## config.mk

```make
export PLATFORM = sky130hd
export DESIGN_NAME = sds_display
export DESIGN_NICKNAME = d
export VERILOG_FILES = /design/src/pkg/sds_pkg.sv /design/src/verilog/sds_display.sv
export VERILOG_INCLUDE_DIRS = /design/src /design/src/pkg
export SDC_FILE = /design/constraint.sdc
export NUM_CORES = 1
export LEC_CHECK = 0
export BUFFER_PORTS_ARGS = -buffer_cell sky130_fd_sc_hd__buf_2
export CAP_MARGIN = 20
export CELL_PAD_IN_SITES_DETAIL_PLACEMENT = 0
export CELL_PAD_IN_SITES_GLOBAL_PLACEMENT = 1
export CORE_ASPECT_RATIO = 0.8
export CORE_MARGIN = 2
export CORE_UTILIZATION = 42
export DETAILED_ROUTE_END_ITERATION = 8
export PLACE_DENSITY = 0.82
export SETUP_SLACK_MARGIN = 0.2
export SYNTH_ARGS = -nofsm -noshare
export SYNTH_HDL_FRONTEND = slang
export SYNTH_SLANG_ARGS = --single-unit
```

## constraint.sdc

```tcl
create_clock -name aclk -period 6.9 [get_ports aclk]
set_input_delay 0.69 -clock aclk [delete_from_list [all_inputs] [get_ports aclk]]
set_output_delay 0.69 -clock aclk [all_outputs]
set_load 0.02 [all_outputs]
```

## src/pkg/sds_consts.svh

```systemverilog
// Constants for the status display block: register map, field positions,
// reset values and timing. Assumes a 10 MHz system clock.
`ifndef SDS_CONSTS_SVH
`define SDS_CONSTS_SVH

// Register byte offsets
`define SDS_REG_CTRL 8'h00
`define SDS_REG_DWELL 8'h04
`define SDS_REG_STATUS 8'h08

// Control register bits
`define SDS_CTRL_IDENT_HOLD 0
`define SDS_CTRL_IDENT_START 1
`define SDS_CTRL_COMMISSION 2
`define SDS_CTRL_IDENT_CANCEL 3

// Status register bits
`define SDS_ST_NOT_COMM 0
`define SDS_ST_IDENT 1
`define SDS_ST_LED_GREEN 2
`define SDS_ST_LED_RED 3
`define SDS_ST_IDX_LO 8

// AXI responses
`define SDS_RESP_OKAY 2'b00
`define SDS_RESP_SLVERR 2'b10

// Timing
`define SDS_CLK_HZ 10000000
`define SDS_DWELL_MS 500
`define SDS_IDENT_STD_MS 5000
`define SDS_DWELL_CYCLES (`SDS_DWELL_MS * (`SDS_CLK_HZ / 1000))
`define SDS_IDENT_CYCLES (`SDS_IDENT_STD_MS * (`SDS_CLK_HZ / 1000))

`endif

```

## src/pkg/sds_pkg.sv

```systemverilog
// Types shared by the status display block and its bench.
// Assumes nothing of its surroundings.
`default_nettype none
package sds_pkg;

  // Characters the single display position can show
  typedef enum logic [4:0] {
    CH_0, CH_1, CH_2, CH_3, CH_4, CH_5, CH_6, CH_7, CH_8, CH_9,
    CH_A, CH_E, CH_H, CH_L, CH_O, CH_P, CH_DASH, CH_T, CH_F, CH_D,
    CH_BLANK
  } sds_char_t;

  // Control mode of the drive
  typedef enum logic [1:0] {
    SDS_MODE_TORQUE, SDS_MODE_SPEED, SDS_MODE_POSITION
  } sds_mode_t;

  // What the display is presenting
  typedef enum logic [3:0] {
    SDS_V_IDENT, SDS_V_ERROR, SDS_V_STO, SDS_V_WARN, SDS_V_FWUPD,
    SDS_V_PFILE, SDS_V_NOTCOMM, SDS_V_HOMING, SDS_V_TORQUE,
    SDS_V_SPEED, SDS_V_POSITION
  } sds_view_t;

  // Drive state flags feeding the display
  typedef struct packed {
    sds_mode_t mode;
    logic enabled;
    logic homing;
    logic [1:0] homing_phase;
    logic fault;
    logic [3:0] err_tens;
    logic [3:0] err_ones;
    logic [3:0] err_sub;
    logic warning;
    logic [3:0] warn_tens;
    logic [3:0] warn_ones;
    logic [3:0] warn_sub;
    logic safe_torque_off_input;
    logic fw_update;
    logic parameter_set_file;
    logic ready;
    logic param_changed;
    logic [2:0] anim_step;
  } sds_drive_t;

endpackage : sds_pkg
`default_nettype wire

```

## src/verilog/sds_display.sv

```systemverilog
// Status display block: picks what the seven-segment digit and the ready
// LED show, with an AXI4-Lite register slave for control and status.
// Assumes one 10 MHz clock and drive flags synchronous to it.
//
// Summary of operation
// Speed mode rotates one lit outer segment, stepped by the drive's motion.
// In speed mode the centre segment is also lit while the drive is enabled.
// Homing shows P, H and the phase digit 0 search, 1 crawl, 2 travel.
// Messages of several characters are shown one character at a time.
// An error shows E, two index digits, then one subindex digit.
// A warning shows hyphen, two index digits, subindex digit, hyphen.
// While a fault is present its error number is shown as a series.
// A not-commissioned flag set from delivery shows the letter A.
// The first commissioning parameter change clears that flag and the A.
// Safe torque off shows a steady indication, never blinking.
// An identify request spells HELLO on the display.
// Firmware update and parameter file loading have their own indications.
// The ready LED is green once ready and red whenever a fault is present.
// Identify may run for a standard interval or be held on and off freely.
// Priority is identify, error, safe torque off, warning, then the rest.
// Each character dwells a configurable number of cycles.
//
// Local design decisions: the register offsets and the AXI4-Lite register port.
`timescale 1ns/1ps
`default_nettype none
`include "sds_consts.svh"

module sds_display
  import sds_pkg::*;
#(
  parameter int ADDR_W = 8,
  parameter logic [31:0] IDENT_CYCLES = 32'(`SDS_IDENT_CYCLES),
  parameter logic [31:0] DWELL_RESET = 32'(`SDS_DWELL_CYCLES)
)
(
  input wire logic aclk,
  input wire logic aresetn,
  input wire sds_drive_t drive,
  input wire logic commissioned_stored,
  input wire logic s_axi_awvalid,
  output logic s_axi_awready,
  input wire logic [ADDR_W-1:0] s_axi_awaddr,
  input wire logic [2:0] s_axi_awprot,
  input wire logic s_axi_wvalid,
  output logic s_axi_wready,
  input wire logic [31:0] s_axi_wdata,
  input wire logic [3:0] s_axi_wstrb,
  output logic s_axi_bvalid,
  input wire logic s_axi_bready,
  output logic [1:0] s_axi_bresp,
  input wire logic s_axi_arvalid,
  output logic s_axi_arready,
  input wire logic [ADDR_W-1:0] s_axi_araddr,
  input wire logic [2:0] s_axi_arprot,
  output logic s_axi_rvalid,
  input wire logic s_axi_rready,
  output logic [31:0] s_axi_rdata,
  output logic [1:0] s_axi_rresp,
  output logic [6:0] seg,
  output logic led_green,
  output logic led_red
);

  // Segment pattern, bit 0 = a ... bit 6 = g
  function automatic logic [6:0] sds_glyph(input sds_char_t c);
    unique case (c)
      CH_0, CH_O: sds_glyph = 7'h3F;
      CH_1: sds_glyph = 7'h06;
      CH_2: sds_glyph = 7'h5B;
      CH_3: sds_glyph = 7'h4F;
      CH_4: sds_glyph = 7'h66;
      CH_5: sds_glyph = 7'h6D;
      CH_6: sds_glyph = 7'h7D;
      CH_7: sds_glyph = 7'h07;
      CH_8: sds_glyph = 7'h7F;
      CH_9: sds_glyph = 7'h6F;
      CH_A: sds_glyph = 7'h77;
      CH_E: sds_glyph = 7'h79;
      CH_H: sds_glyph = 7'h76;
      CH_L: sds_glyph = 7'h38;
      CH_P: sds_glyph = 7'h73;
      CH_DASH: sds_glyph = 7'h40;
      CH_T: sds_glyph = 7'h78;
      CH_F: sds_glyph = 7'h71;
      CH_D: sds_glyph = 7'h5E;
      default: sds_glyph = 7'h00;
    endcase
  endfunction : sds_glyph

  // BCD digit to character; out-of-range codes show blank
  function automatic sds_char_t sds_digit(input logic [3:0] d);
    sds_digit = (d < 4'hA) ? sds_char_t'({1'b0, d}) : CH_BLANK;
  endfunction : sds_digit

  // Bus and register state
  logic aw_have_r, aw_have_nxt;
  logic [ADDR_W-1:0] aw_addr_r, aw_addr_nxt;
  logic w_have_r, w_have_nxt;
  logic [31:0] w_data_r, w_data_nxt;
  logic [3:0] w_strb_r, w_strb_nxt;
  logic awready_r, awready_nxt, wready_r, wready_nxt;
  logic bvalid_r, bvalid_nxt, arready_r, arready_nxt, rvalid_r, rvalid_nxt;
  logic [1:0] bresp_r, bresp_nxt, rresp_r, rresp_nxt;
  logic [31:0] rdata_r, rdata_nxt;
  logic ident_hold_r, ident_hold_nxt;
  logic [31:0] ident_cnt_r, ident_cnt_nxt;
  logic [31:0] dwell_r, dwell_nxt;
  logic not_comm_r, not_comm_nxt;
  logic strap_done_r, strap_done_nxt;

  // Display state
  sds_view_t view_r, view_nxt;
  logic [2:0] idx_r, idx_nxt;
  logic [31:0] cnt_r, cnt_nxt;
  logic [6:0] seg_r, seg_nxt;
  logic led_green_r, led_green_nxt, led_red_r, led_red_nxt;

  logic ident_active;
  logic wr_fire;
  logic [7:0] wr_off, rd_off;

  assign ident_active = ident_hold_r || (ident_cnt_r != 32'h0000_0000);
  assign wr_fire = aw_have_r && w_have_r && !bvalid_r;
  assign wr_off = 8'(aw_addr_r);
  assign rd_off = 8'(s_axi_araddr);

  // Bus slave, control register and identify timer; address and data may
  // arrive in either order and the write lands one edge after both are held
  always_comb
  begin
    aw_have_nxt = aw_have_r;
    aw_addr_nxt = aw_addr_r;
    w_have_nxt = w_have_r;
    w_data_nxt = w_data_r;
    w_strb_nxt = w_strb_r;
    bvalid_nxt = bvalid_r;
    bresp_nxt = bresp_r;
    rvalid_nxt = rvalid_r;
    rresp_nxt = rresp_r;
    rdata_nxt = rdata_r;
    ident_hold_nxt = ident_hold_r;
    dwell_nxt = dwell_r;
    not_comm_nxt = not_comm_r;
    strap_done_nxt = 1'b1;
    ident_cnt_nxt = (ident_cnt_r != 32'h0000_0000) ?
                    ident_cnt_r - 32'h0000_0001 : ident_cnt_r;
    if (s_axi_awvalid && awready_r)
    begin
      aw_have_nxt = 1'b1;
      aw_addr_nxt = s_axi_awaddr;
    end
    if (s_axi_wvalid && wready_r)
    begin
      w_have_nxt = 1'b1;
      w_data_nxt = s_axi_wdata;
      w_strb_nxt = s_axi_wstrb;
    end
    if (bvalid_r && s_axi_bready)
      bvalid_nxt = 1'b0;
    if (wr_fire)
    begin
      aw_have_nxt = 1'b0;
      w_have_nxt = 1'b0;
      bvalid_nxt = 1'b1;
      bresp_nxt = `SDS_RESP_OKAY;
      if (wr_off == `SDS_REG_CTRL)
      begin
        if (w_strb_r[0])
        begin
          ident_hold_nxt = w_data_r[`SDS_CTRL_IDENT_HOLD];
          if (w_data_r[`SDS_CTRL_IDENT_START])
            ident_cnt_nxt = IDENT_CYCLES;
          if (w_data_r[`SDS_CTRL_IDENT_CANCEL])
            ident_cnt_nxt = 32'h0000_0000;
          if (w_data_r[`SDS_CTRL_COMMISSION])
            not_comm_nxt = 1'b0;
        end
      end
      else if (wr_off == `SDS_REG_DWELL)
      begin
        for (int b = 0; b < 4; b++)
          if (w_strb_r[b])
            dwell_nxt[8*b +: 8] = w_data_r[8*b +: 8];
      end
      else if (wr_off != `SDS_REG_STATUS)
        bresp_nxt = `SDS_RESP_SLVERR;
    end
    // Parameter change from the drive also ends delivery status
    if (drive.param_changed)
      not_comm_nxt = 1'b0;
    // Stored commissioning state caught once, after reset release
    if (!strap_done_r)
      not_comm_nxt = !commissioned_stored;
    if (rvalid_r && s_axi_rready)
      rvalid_nxt = 1'b0;
    if (s_axi_arvalid && arready_r)
    begin
      rvalid_nxt = 1'b1;
      rresp_nxt = `SDS_RESP_OKAY;
      rdata_nxt = 32'h0000_0000;
      if (rd_off == `SDS_REG_CTRL)
        rdata_nxt[`SDS_CTRL_IDENT_HOLD] = ident_hold_r;
      else if (rd_off == `SDS_REG_DWELL)
        rdata_nxt = dwell_r;
      else if (rd_off == `SDS_REG_STATUS)
      begin
        rdata_nxt[`SDS_ST_NOT_COMM] = not_comm_r;
        rdata_nxt[`SDS_ST_IDENT] = ident_active;
        rdata_nxt[`SDS_ST_LED_GREEN] = led_green_r;
        rdata_nxt[`SDS_ST_LED_RED] = led_red_r;
        rdata_nxt[`SDS_ST_IDX_LO +: 3] = idx_r;
      end
      else
        rresp_nxt = `SDS_RESP_SLVERR;
    end
    // Readies come from flops; one write and one read in flight at most
    awready_nxt = !aw_have_nxt && !bvalid_nxt;
    wready_nxt = !w_have_nxt && !bvalid_nxt;
    arready_nxt = !rvalid_nxt;
  end

  always_ff @(posedge aclk)
  begin
    if (!aresetn)
    begin
      aw_have_r <= 1'b0;
      aw_addr_r <= '0;
      w_have_r <= 1'b0;
      w_data_r <= 32'h0000_0000;
      w_strb_r <= 4'h0;
      awready_r <= 1'b0;
      wready_r <= 1'b0;
      bvalid_r <= 1'b0;
      bresp_r <= `SDS_RESP_OKAY;
      arready_r <= 1'b0;
      rvalid_r <= 1'b0;
      rresp_r <= `SDS_RESP_OKAY;
      rdata_r <= 32'h0000_0000;
      ident_hold_r <= 1'b0;
      ident_cnt_r <= 32'h0000_0000;
      dwell_r <= DWELL_RESET;
      not_comm_r <= 1'b1;
      strap_done_r <= 1'b0;
    end
    else
    begin
      aw_have_r <= aw_have_nxt;
      aw_addr_r <= aw_addr_nxt;
      w_have_r <= w_have_nxt;
      w_data_r <= w_data_nxt;
      w_strb_r <= w_strb_nxt;
      awready_r <= awready_nxt;
      wready_r <= wready_nxt;
      bvalid_r <= bvalid_nxt;
      bresp_r <= bresp_nxt;
      arready_r <= arready_nxt;
      rvalid_r <= rvalid_nxt;
      rresp_r <= rresp_nxt;
      rdata_r <= rdata_nxt;
      ident_hold_r <= ident_hold_nxt;
      ident_cnt_r <= ident_cnt_nxt;
      dwell_r <= dwell_nxt;
      not_comm_r <= not_comm_nxt;
      strap_done_r <= strap_done_nxt;
    end
  end

  // Message selection and character sequencing
  sds_char_t msg [0:5];
  logic [2:0] msg_len;
  logic [6:0] anim_seg;
  logic [31:0] dwell_eff;

  always_comb
  begin
    for (int i = 0; i < 6; i++)
      msg[i] = CH_BLANK;
    msg_len = 3'd1;
    anim_seg = 7'h00;
    // Priority chain: first matching condition owns the digit
    if (ident_active)
      view_nxt = SDS_V_IDENT;
    else if (drive.fault)
      view_nxt = SDS_V_ERROR;
    else if (drive.safe_torque_off_input)
      view_nxt = SDS_V_STO;
    else if (drive.warning)
      view_nxt = SDS_V_WARN;
    else if (drive.fw_update)
      view_nxt = SDS_V_FWUPD;
    else if (drive.parameter_set_file)
      view_nxt = SDS_V_PFILE;
    else if (not_comm_r)
      view_nxt = SDS_V_NOTCOMM;
    else if (drive.homing)
      view_nxt = SDS_V_HOMING;
    else if (drive.mode == SDS_MODE_SPEED)
      view_nxt = SDS_V_SPEED;
    else if (drive.mode == SDS_MODE_POSITION)
      view_nxt = SDS_V_POSITION;
    else
      view_nxt = SDS_V_TORQUE;
    // Trailing blank marks where a series restarts; the two L stay adjacent
    unique case (view_nxt)
      SDS_V_IDENT:
      begin
        msg[0] = CH_H;
        msg[1] = CH_E;
        msg[2] = CH_L;
        msg[3] = CH_L;
        msg[4] = CH_O;
        msg_len = 3'd6;
      end
      SDS_V_ERROR:
      begin
        msg[0] = CH_E;
        msg[1] = sds_digit(drive.err_tens);
        msg[2] = sds_digit(drive.err_ones);
        msg[3] = sds_digit(drive.err_sub);
        msg_len = 3'd5;
      end
      SDS_V_STO: msg[0] = CH_H;
      SDS_V_WARN:
      begin
        msg[0] = CH_DASH;
        msg[1] = sds_digit(drive.warn_tens);
        msg[2] = sds_digit(drive.warn_ones);
        msg[3] = sds_digit(drive.warn_sub);
        msg[4] = CH_DASH;
        msg_len = 3'd6;
      end
      SDS_V_FWUPD: msg[0] = CH_F;
      SDS_V_PFILE: msg[0] = CH_D;
      SDS_V_NOTCOMM: msg[0] = CH_A;
      SDS_V_HOMING:
      begin
        msg[0] = CH_P;
        msg[1] = CH_H;
        msg[2] = sds_digit({2'b00, drive.homing_phase});
        msg_len = 3'd4;
      end
      SDS_V_POSITION: msg[0] = CH_P;
      SDS_V_TORQUE: msg[0] = CH_T;
      SDS_V_SPEED:
      begin
        // Outer ring a..f, one segment lit per motion step
        unique case (drive.anim_step)
          3'd0, 3'd6: anim_seg = 7'h01;
          3'd1, 3'd7: anim_seg = 7'h02;
          3'd2: anim_seg = 7'h04;
          3'd3: anim_seg = 7'h08;
          3'd4: anim_seg = 7'h10;
          default: anim_seg = 7'h20;
        endcase
        anim_seg[6] = drive.enabled;
      end
      default: msg[0] = CH_BLANK;
    endcase
    // Zero dwell would stall the series; treat it as one cycle
    dwell_eff = (dwell_r == 32'h0000_0000) ? 32'h0000_0001 : dwell_r;
    idx_nxt = idx_r;
    cnt_nxt = cnt_r;
    if (view_nxt != view_r)
    begin
      idx_nxt = 3'd0;
      cnt_nxt = 32'h0000_0000;
    end
    else if (msg_len > 3'd1)
    begin
      if (cnt_r + 32'h0000_0001 >= dwell_eff)
      begin
        cnt_nxt = 32'h0000_0000;
        idx_nxt = (idx_r + 3'd1 >= msg_len) ? 3'd0 : idx_r + 3'd1;
      end
      else
        cnt_nxt = cnt_r + 32'h0000_0001;
    end
    else
    begin
      idx_nxt = 3'd0;
      cnt_nxt = 32'h0000_0000;
    end
    if (view_nxt == SDS_V_SPEED)
      seg_nxt = anim_seg;
    else
      seg_nxt = sds_glyph(msg[idx_nxt]);
    led_red_nxt = drive.fault;
    led_green_nxt = drive.ready && !drive.fault;
  end

  always_ff @(posedge aclk)
  begin
    if (!aresetn)
    begin
      view_r <= SDS_V_TORQUE;
      idx_r <= 3'd0;
      cnt_r <= 32'h0000_0000;
      seg_r <= 7'h00;
      led_green_r <= 1'b0;
      led_red_r <= 1'b0;
    end
    else
    begin
      view_r <= view_nxt;
      idx_r <= idx_nxt;
      cnt_r <= cnt_nxt;
      seg_r <= seg_nxt;
      led_green_r <= led_green_nxt;
      led_red_r <= led_red_nxt;
    end
  end

  // Outputs straight from flops
  assign s_axi_awready = awready_r;
  assign s_axi_wready = wready_r;
  assign s_axi_bvalid = bvalid_r;
  assign s_axi_bresp = bresp_r;
  assign s_axi_arready = arready_r;
  assign s_axi_rvalid = rvalid_r;
  assign s_axi_rdata = rdata_r;
  assign s_axi_rresp = rresp_r;
  assign seg = seg_r;
  assign led_green = led_green_r;
  assign led_red = led_red_r;

endmodule : sds_display
`default_nettype wire

```

Yosys cells after proc, flatten, opt, wreduce, memory -nomap -nowiden
Memory sizes are Yosys's and may differ from the RTL's.
Index checks and enable logic that the tools add are counted.
{ "totals": {"out_inout_bits": 50, "latch_bits": 0, "rom_bits": 224, "ramBits": 0, "wordCells": 176, "register_bits": 202, "mem_count": 1, "in_bits": 106} }
{ "classes": {"n_eq_ne": 27, "magnitude_cmp": 11, "n_reduce_logical": 36, "mul": 0, "n_shift": 0, "mux": 67, "bitwise_logic": 4, "addsub": 3, "div": 0} }
{ "mem_list": {"columns": ["memory", "depth", "word_bits", "read_ports", "rd_ports_with_merged_regs", "wr", "line", "text"], "rows": [
  ["(no name shown)", 32, 7, 1, 0, 0, "sds_display.sv:66", "unique case (c)"]
]} }
{ "ops": {"columns": ["op", "count"], "rows": [
  ["$mux W32", 7],
  ["$mux W5", 9],
  ["$mux W4", 11],
  ["$pmux W10 S4", 1],
  ["$pmux W5 S8", 1],
  ["$add A32 B1 Y32 const B", 1],
  ["$ge A32 B32 Y1", 1],
  ["$logic_not A32 Y1", 1],
  ["$reduce_bool A32 Y1", 1],
  ["$sub A32 B1 Y32 const B", 1],
  ["$mux W31", 1],
  ["$pmux W6 S5", 1],
  ["$lt A4 B4 Y1 const B", 6],
  ["$mux W21", 1],
  ["$reduce_and A4 Y1", 5],
  ["$mux W3", 6],
  ["$eq A4 B3 Y1 const B", 4],
  ["$eq A8 B3 Y1 const B", 2],
  ["$logic_not A8 Y1", 2],
  ["$mux W1", 16],
  ["$mux W2", 8],
  ["$bmux W5 S3", 1],
  ["$pmux W5 S3", 1],
  ["$eq A4 B4 Y1 const B", 3],
  ["other kinds (30)", 57]
]} }

Longest topological paths before layout
Gate-level depths: netlist of the first run.
An unclocked memory read counts as a cell.
{ "depth": {"depth_word": 25, "ltp_mapped": 26, "depth_no_buf": 26} }

Worst setup path before layout of the first run
OpenSTA, ideal clock, no wires.
{ "synth_path": {"path_kind": "register to register", "startpoint": "reg cnt_r[0]", "endpoint": "reg seg_r[2], in the netlist seg[2]", "synth_period_minus_slack_ns": 5.308, "path_buffers": 0, "path_stages_with_launch": 27, "slack_ns": 1.592, "arrival_ns": 5.175, "required_time_ns": 6.767, "setup_ns": 0.133, "cell_sequence": "dfxtp_1 > ha_1 > nand3_1 > nor2_1 > nand4_1 > inv_1 > nand3_1 > nor2_1 > and4_1 > xor2_1 > ha_1 > nand4_1 > nor4_2 > a221oi_1 > nand2_1 > a22oi_1 > nand2_1 > a31oi_1 > a21oi_1 > o31ai_1 > ha_1 > inv_1 > a221oi_1 > a32oi_1 > a31oi_1 > a311o_1 > a31oi_1"} }
{ "synth_via": {"elab_chain_len": 11} }
{ "synth_lines": {"columns": ["element", "line", "text"], "rows": [
  ["start, declared", "sds_display.sv:114", "logic [31:0] cnt_r, cnt_nxt;"],
  ["start signal, assigned", "sds_display.sv:406", "cnt_r <= cnt_nxt;"],
  ["$add A32 B1 Y32", "sds_display.sv:370", "if (cnt_r + 32'h0000_0001 >= dwell_eff)"],
  ["$ge A32 B32 Y1", "sds_display.sv:370", null],
  ["$mux W3", "sds_display.sv:370", null],
  ["$mux W3", "sds_display.sv:368", "else if (msg_len > 3'd1)"],
  ["$mux W3", "sds_display.sv:363", "if (view_nxt != view_r)"],
  ["$not A3 Y4 (implied by the code)", "sds_display.sv:386", "seg_nxt = sds_glyph(msg[idx_nxt]);"],
  ["$bmux W5 S3", "sds_display.sv:386", null],
  ["$mux W5 (implied by the code) (2 in a row)", "sds_display.sv:386", null],
  ["$mem_v2 Z32 W7", null, null],
  ["$mux W7", "sds_display.sv:383", "if (view_nxt == SDS_V_SPEED)"],
  ["end signal, assigned", "sds_display.sv:407", "seg_r <= seg_nxt;"],
  ["end, declared", "sds_display.sv:115", "logic [6:0] seg_r, seg_nxt;"]
]} }
Every way passes these cells. The select of a mux whose other input is x is not followed.
A chain may end at the register's enable or synchronous reset.

Worst setup path in the final report of the first run
Ends and elaborated chain as after synthesis.

==> summary.txt, run 1 <==
class of the worst hold path: primary input to register
Worst-Margin Slew: 1.06 ns
max-cap violations: 0
post-synthesis sequential area ratio: 39.5%
Top FF cell, synth: dfxtp_1
Worst setup EP type: register
routed via count: 9320
Clock Sinks: 200
Hold Fails Final Rpt: 0
Int Pwr: 2.23 mW
clock slew seen by the registers of the worst setup and hold paths: 0.08 ns
Initial Util: 43.0%
TritonCTS clock tree: done
Final HPWL DP: 21500 um
path depth of the worst reg2reg path: 26
synthesis-to-layout area growth: 15.9%
Vias/cell: 5.48
first-pass GRT wire length: 45700 um
element type at the critical path start: register
yosys warns: 0
FF-to-FF setup slack: 0.77 ns
post-synthesis cell type count: 74
CP Class: register to register
P per Cell Area: 300 mW/mm2
worst reg2reg startpoint: cnt_r[0]$_SDFF_PP0_
fill cell total of the finished layout: 2368
sequential share of power: 39.8%
net load switching power: 1.29 mW
RSZ-0062 raised after global routing: false
RR Endpoint: seg[2]$_SDFF_PN0_
remaining routing DRC violations: 0
setup TNS: 0 ns
ys async rst share: 0%
peak supply drop: 0.000225 V
clock insertion delay at the later pin of the skew report: 0.45 ns
# IOs: 156
final net count: 1526
Total GRT Usage: 23.0%
Rel. slew slack: 29.4%
RePlAce Congestion: 0.879
Iteration-0 DRC Markers: 692
proportion of layout cells with a drive suffix above 1: 15.7%
Switching Fraction: 36.6%
Final min period: 6.13 ns
wire per inst: 17.0 um
final core occ: 49.9%
syn_area_per_cell: 8.11 um2
Core Area: 0.0235 mm2
fmax: 0.163 GHz
drt first pass iters: 6
mapped cell area: 0.0101 mm2
outcome: completed
Total Routed Length: 28900 um
Clock power frac: 28.9%
Post-Route Skew: 0.0168 ns
pre-CTS WS: 0.476 ns
CTS H-tree lvls: 4
pin count of the biggest net entering global routing: 59
Rows: 50
Port Buffers: 147
# Post-CTS Setup Buffers: 0
Leak: 4.68 nW
cell count after synthesis: 1248
Final Setup Violations: 0
Post-synth EDFFs: 0
number of global-route vias before repair: 8550
clk root buf: clkbuf_16
total gr overflow: 0
area of the multi-input gates: 0.00570 mm2
Num CTS Buffers: 17
Routed Antenna Nets: 0
Seq cells post-synth: 200
Setup WS post-layout: 0.767 ns
worst hold path stage count: 2
max-slew violation count: 0
Die Span X: 178 um
CP Data Arrival Time: 6.42 ns
non-filler cells in the finished layout: 1701
Required @ worst endpoint: 7.19 ns
antenna violations before repair: 3
die area: 0.0254 mm2
Die Ht: 143 um
combinational power share: 31.3%
worst-path fanout max: 9
placed cells: 1668
Hold Startpoint: commissioned_stored
Tcrit/Tclk final: 88.9%
flip-flop and latch area: 0.00400 mm2
hold endpoint: not_comm_r$_SDFFE_PN1P_
clk buf depth: 2
[metal layers]
layer | share of wire [%] | vias to the layer above | routed length [um] | track usage [%]
li1 | - | 4653 | - | -
met5 | 0.086 | - | 25 | 0
met3 | 6.4 | 33 | 1840 | 4.58
met1 | 50 | 4361 | 14500 | 34.4
met2 | 42 | 269 | 12200 | 33.8
met4 | 1.2 | 4 | 361 | 4.96
[cell families after synthesis]
group | share of synthesized area (%)
xor gates and xnor gates | 4.93
adders and majority gates | 5.56
DFF | 39.5
AOI/OAI and AO/OA | 18.1
and+or+nand+nor | 26.5
muxes | 1.00
buffers and inverters | 4.34
other | 0.0370
[cell usage in the layout, fill, tap and decap left out, drive strengths merged, types with 6 or more instances in the layout]
cell type,instances
nor2b,36
clkbuf,19
o211ai,16
a22oi,30
nand4,23
a31oi,14
nand2,203
ha,45
buf,161
nand3,29
nor2,118
and2,19
or4,6
nand2b,7
a21oi,114
xor2,24
a21o,6
nor3,25
nand3b,7
xnor2,33
nor4,30
inv,58
o21ai,33
a211oi,9
mux2i,9
clkinv,7
and3,17
dfxtp,200
[cells in the mapped netlist (all sizes together), types with 5 or more instances]
cell	instances	area share, %
nand4	23	1.4
a211o	5	0.43
nor4b	5	0.49
xor2	24	2.1
ha	45	5.6
and2	19	1.2
a22oi	30	2.3
xnor2	33	2.9
nand3	29	1.4
clkbuf	45	1.7
or4	6	0.52
a222oi	5	0.49
dfxtp	200	40
a31oi	14	0.93
a21oi	114	5.7
inv	54	2.0
nor4	30	2.5
nor3b	5	0.37
and3	17	1.1
o21a	5	0.37
mux2i	9	0.89
o21ai	33	1.7
nor2b	36	2.2
a21o	6	0.44
o211ai	16	1.2
nand2	203	7.5
o31ai	5	0.37
a211oi	9	0.67
buf	9	0.67
nand3b	7	0.52
nor3	25	1.2
nand2b	7	0.43
nor2	118	4.4
[flip-flops by register name, indices dropped and copies added, names as in the netlist, 3 cells and up]
name and flops:
idx_r 3, view_r 4, cnt_r 32, seg 7, aw_addr_r 8, w_strb_r 4, dwell_r 32, s_axi_rdata 32
ident_cnt_r 32, w_data_r 32
[worst max-delay path, stage by stage (launching register included)]
cell	delay [ns]
dfxtp_1	0.42
ha_1	0.21
nand3_1	0.12
nor2_1	0.29
nand4_1	0.27
inv_1	0.13
nand3_1	0.17
nor2_1	0.21
and4_1	0.23
xor2_1	0.21
ha_1	0.30
nand4_1	0.17
nor4_2	0.08
a221oi_1	0.46
nand2_1	0.25
a22oi_2	0.37
a21oi_4	0.15
nor3b_1	0.28
a211oi_1	0.11
o31ai_2	0.44
ha_1	0.31
inv_1	0.08
a221oi_1	0.21
a32oi_1	0.14
a31oi_1	0.15
a311o_1	0.15
a31oi_1	0.08
[cell type report]
type	count	share of cell area (%)
multi-input combinational	941	48.6
sequential	200	34.1
timing repair buffer	161	7.16
clock buffer	19	3.69
tap	312	3.33
inverter	54	1.74
clock inverter	13	1.36
antenna	1	0.0213
[what timing repair did]
item	in CTS	in global routing
hold buffers	0	0
endpoints found under the setup margin	0	7
gates resized for setup	0	4
[power groups by stage]
stage	Clock, mW	Sequential [mW]	Combinational [mW]
after floorplan	0	1.41	0.823
after global placement	0	1.42	1.08
after detailed placement	0	1.42	1.08
after CTS	1.04	1.40	1.09
after global routing	1.08	1.42	1.21
final	1.02	1.40	1.10
[per-stage QoR]
stage                     power, mW  instance area (um2)  hold WS [ns]
after global routing           3.71                11700         0.427
after global placement         2.49                11100         0.444
after floorplan                2.24                10100         0.422
after CTS                      3.53                11700         0.422
final                          3.52                11700         0.431
after detailed placement       2.51                11100         0.447
[worst max path at each step]
stage	startpoint	endpoint	slack (ns)	depth (start not counted)
final	cnt_r[0]$_SDFF_PP0_	seg[2]$_SDFF_PN0_	0.77	26
after global routing	cnt_r[0]$_SDFF_PP0_	seg[2]$_SDFF_PN0_	0.21	26
after CTS	cnt_r[0]$_SDFF_PP0_	seg[2]$_SDFF_PN0_	0.44	26
after detailed placement	cnt_r[0]$_SDFF_PP0_	seg[2]$_SDFF_PN0_	0.48	26
after global placement	cnt_r[0]$_SDFF_PP0_	seg[2]$_SDFF_PN0_	0.63	26
after floorplan	cnt_r[0]$_SDFF_PP0_	seg[2]$_SDFF_PN0_	1.59	26
No activity file was read; power rests on OpenSTA's default activity.
==> run 2: changes to the inputs <==
Settings changed: ABC_AREA from default to 1, CORE_UTILIZATION 42 to 41, PLACE_DENSITY 0.82 to 0.83.
==> summary.txt, run 2 <==
Total GRT Usage: 21.6%
clk buf depth: 2
Setup WS post-layout: 1.11 ns
syn_area_per_cell: 6.94 um2
Buf+Inv Stages, Crit Path: 5
RR Endpoint: seg[1]$_SDFF_PN0_
path depth of the worst reg2reg path: 41
total gr overflow: 0
pin count of the biggest net entering global routing: 55
post-synthesis sequential area ratio: 36.8%
element type at the critical path start: register
Iteration-0 DRC Markers: 585
die area: 0.0279 mm2
class of the worst hold path: primary input to register
clk root buf: clkbuf_16
Final Setup Violations: 0
Most common cell on crit path: nand2_1
Top FF cell, synth: dfxtp_1
worst reg2reg startpoint: cnt_r[0]$_SDFF_PP0_
CP Class: register to register
Die Ht: 150 um
ys async rst share: 0%
CTS H-tree lvls: 4
FF-to-FF setup slack: 1.11 ns
Required @ worst endpoint: 7.24 ns
final net count: 1850
Post-Route Skew: 0.0152 ns
Initial Util: 41.5%
CP Depth: 41
Num CTS Buffers: 17
antenna violations before repair: 0
CP Data Arrival Time: 6.13 ns
most frequent cells in the layout: 260 x nand2_1, 255 x nor2_1, 211 x inv_1
number of global-route vias before repair: 9571
Worst setup EP type: register
CP top delay family: simple AND/OR/NAND/NOR gates
RePlAce Congestion: 0.855
routed via count: 10.2k
clock slew seen by the registers of the worst setup and hold paths: 0.07 ns
# Post-CTS Setup Buffers: 0
yosys warns: 0
mapped cell area: 0.0109 mm2
max-cap violations: 0
peak supply drop: 0.000186 V
Vias/cell: 4.92
proportion of layout cells with a drive suffix above 1: 15.5%
Tcrit/Tclk final: 83.9%
# IOs: 156
final hold slack: 0.459 ns
Worst-Margin Slew: 0.959 ns
Routed Antenna Nets: 0
Post-synth EDFFs: 0
clock insertion delay at the later pin of the skew report: 0.44 ns
outcome: completed
Leak: 5.80 nW
placed inst area: 0.0120 mm2
most common cell after layout, fill and taps aside: nand2_1
Clock Sinks: 200
TritonCTS clock tree: done
top-count cell post-synth: nand2_1
max-slew violation count: 0
cell count after synthesis: 1568
fmax: 0.173 GHz
Port Buffers: 147
Worst path slowest cell: dfxtp_1
worst-path fanout max: 12
Die Span X: 186 um
P per Cell Area: 301 mW/mm2
largest area contributor in the netlist: dfxtp_1
wire per inst: 14.0 um
setup TNS: 0 ns
Synth top area share: 36.8%
Final min period: 5.79 ns
remaining routing DRC violations: 0
synthesis-to-layout area growth: 15.3%
first-pass GRT wire length: 47700 um
Core Area: 0.0262 mm2
pre-CTS WS: 1.07 ns
final instance area: 0.0125 mm2
Rows: 53
RSZ-0062 raised after global routing: false
post-synthesis cell type count: 50
drt first pass iters: 5
Setup crit start: cnt_r[0]$_SDFF_PP0_
ranking of synthesized cells by area: dfxtp_1 37%, nand2_1 9.0%, nor2_1 8.8%, inv_1 7.3%, ha_1 5.2%
synth cell count leaders: 260 x nand2_1, 255 x nor2_1, 211 x inv_1
Total Routed Length: 28900 um
Seq cells post-synth: 200
Hold Startpoint: drive[4]
crit path capture: seg[1]$_SDFF_PN0_
Slowest Stage Delay on Critical Path: 0.38 ns
Hold Fails Final Rpt: 0
number of antenna diodes: 0
Rel. slew slack: 35.7%
Final HPWL DP: 22300 um
final core occ: 47.9%
run 2: cell types whose count changed after synthesis, moves of 36 or more:
cell,delta
inv_1,+157
nand3_1,+73
nand2_1,+57
nor2_1,+137
nor2b_1,-36
o21ai_0,+69
run 2: logic make-up (layout without fill, tap and decap cells):
| kind of cell | Yosys count | after routing | synth area share [%] |
|---|---|---|---|
| AND/OR/NAND/NOR | 774 | 774 | 33.5 |
| flip-flops | 200 | 200 | 36.8 |
| buffers and inverters | 266 | 409 | 9.36 |
| adder cells (fa/ha/maj) | 45 | 45 | 5.18 |
| other | 1 | 2 | 0.0345 |
| AO/OA/AOI/OAI | 251 | 251 | 12.6 |
| XOR/XNOR | 31 | 31 | 2.50 |
run 2: tightest hold or removal path: cells and delay by family:
family | cells | cell delay, ns
buffers and inverters | 1 | 0.09
and+or+nand+nor | 2 | 0.08
run 2: final cells by class:
type / instances / area (um2)
inverter: 223 / 837
clock buffer: 21 / 460
timing repair buffer: 154 / 808
multi-input combinational: 1103 / 5870
fill: 2662 / 13700
tap: 357 / 447
clock inverter: 11 / 113
sequential: 200 / 4000
run 2: how the worst min path moves through the flow:
stage / end / slack [ns] / depth (start not counted)
finish: led_green$_SDFF_PN0_ / 0.46 / 3
CTS: led_green$_SDFF_PN0_ / 0.44 / 3
floorplan: s_axi_wready$_SDFF_PN0_ / 0.42 / 1
global placement: w_strb_r[2]$_SDFFE_PN0P_ / 0.44 / 2
global route: led_green$_SDFF_PN0_ / 0.46 / 3
detailed placement: s_axi_rdata[28]$_SDFFE_PN0P_ / 0.45 / 2
run 2: repair_timing:
action / CTS / global route
gates resized for setup: 0 / 2
setup endpoints to repair: 0 / 1
hold buffers: 0 / 0
run 2: report_power, final:
part           leakage [nW]  switching (mW)  internal (mW)
sequential             1.63           0.113           1.28
combinational          3.90           0.918          0.478
clock                 0.273           0.462          0.524
run 2: routing by layer:
metal	up-vias	part of all wire, %	track usage, %
li1	5365	-	-
met1	4582	52	31.6
met2	216	42	32.6
met3	24	4.6	3.82
met4	0	1.3	5.71
met5	-	0	0
run 2: through the flow:
stage	power, mW	instances
global route	4.07	2069
CTS	3.81	2069
finish	3.78	2069
detailed placement	2.81	2037
floorplan	2.50	1569
global placement	2.78	2036
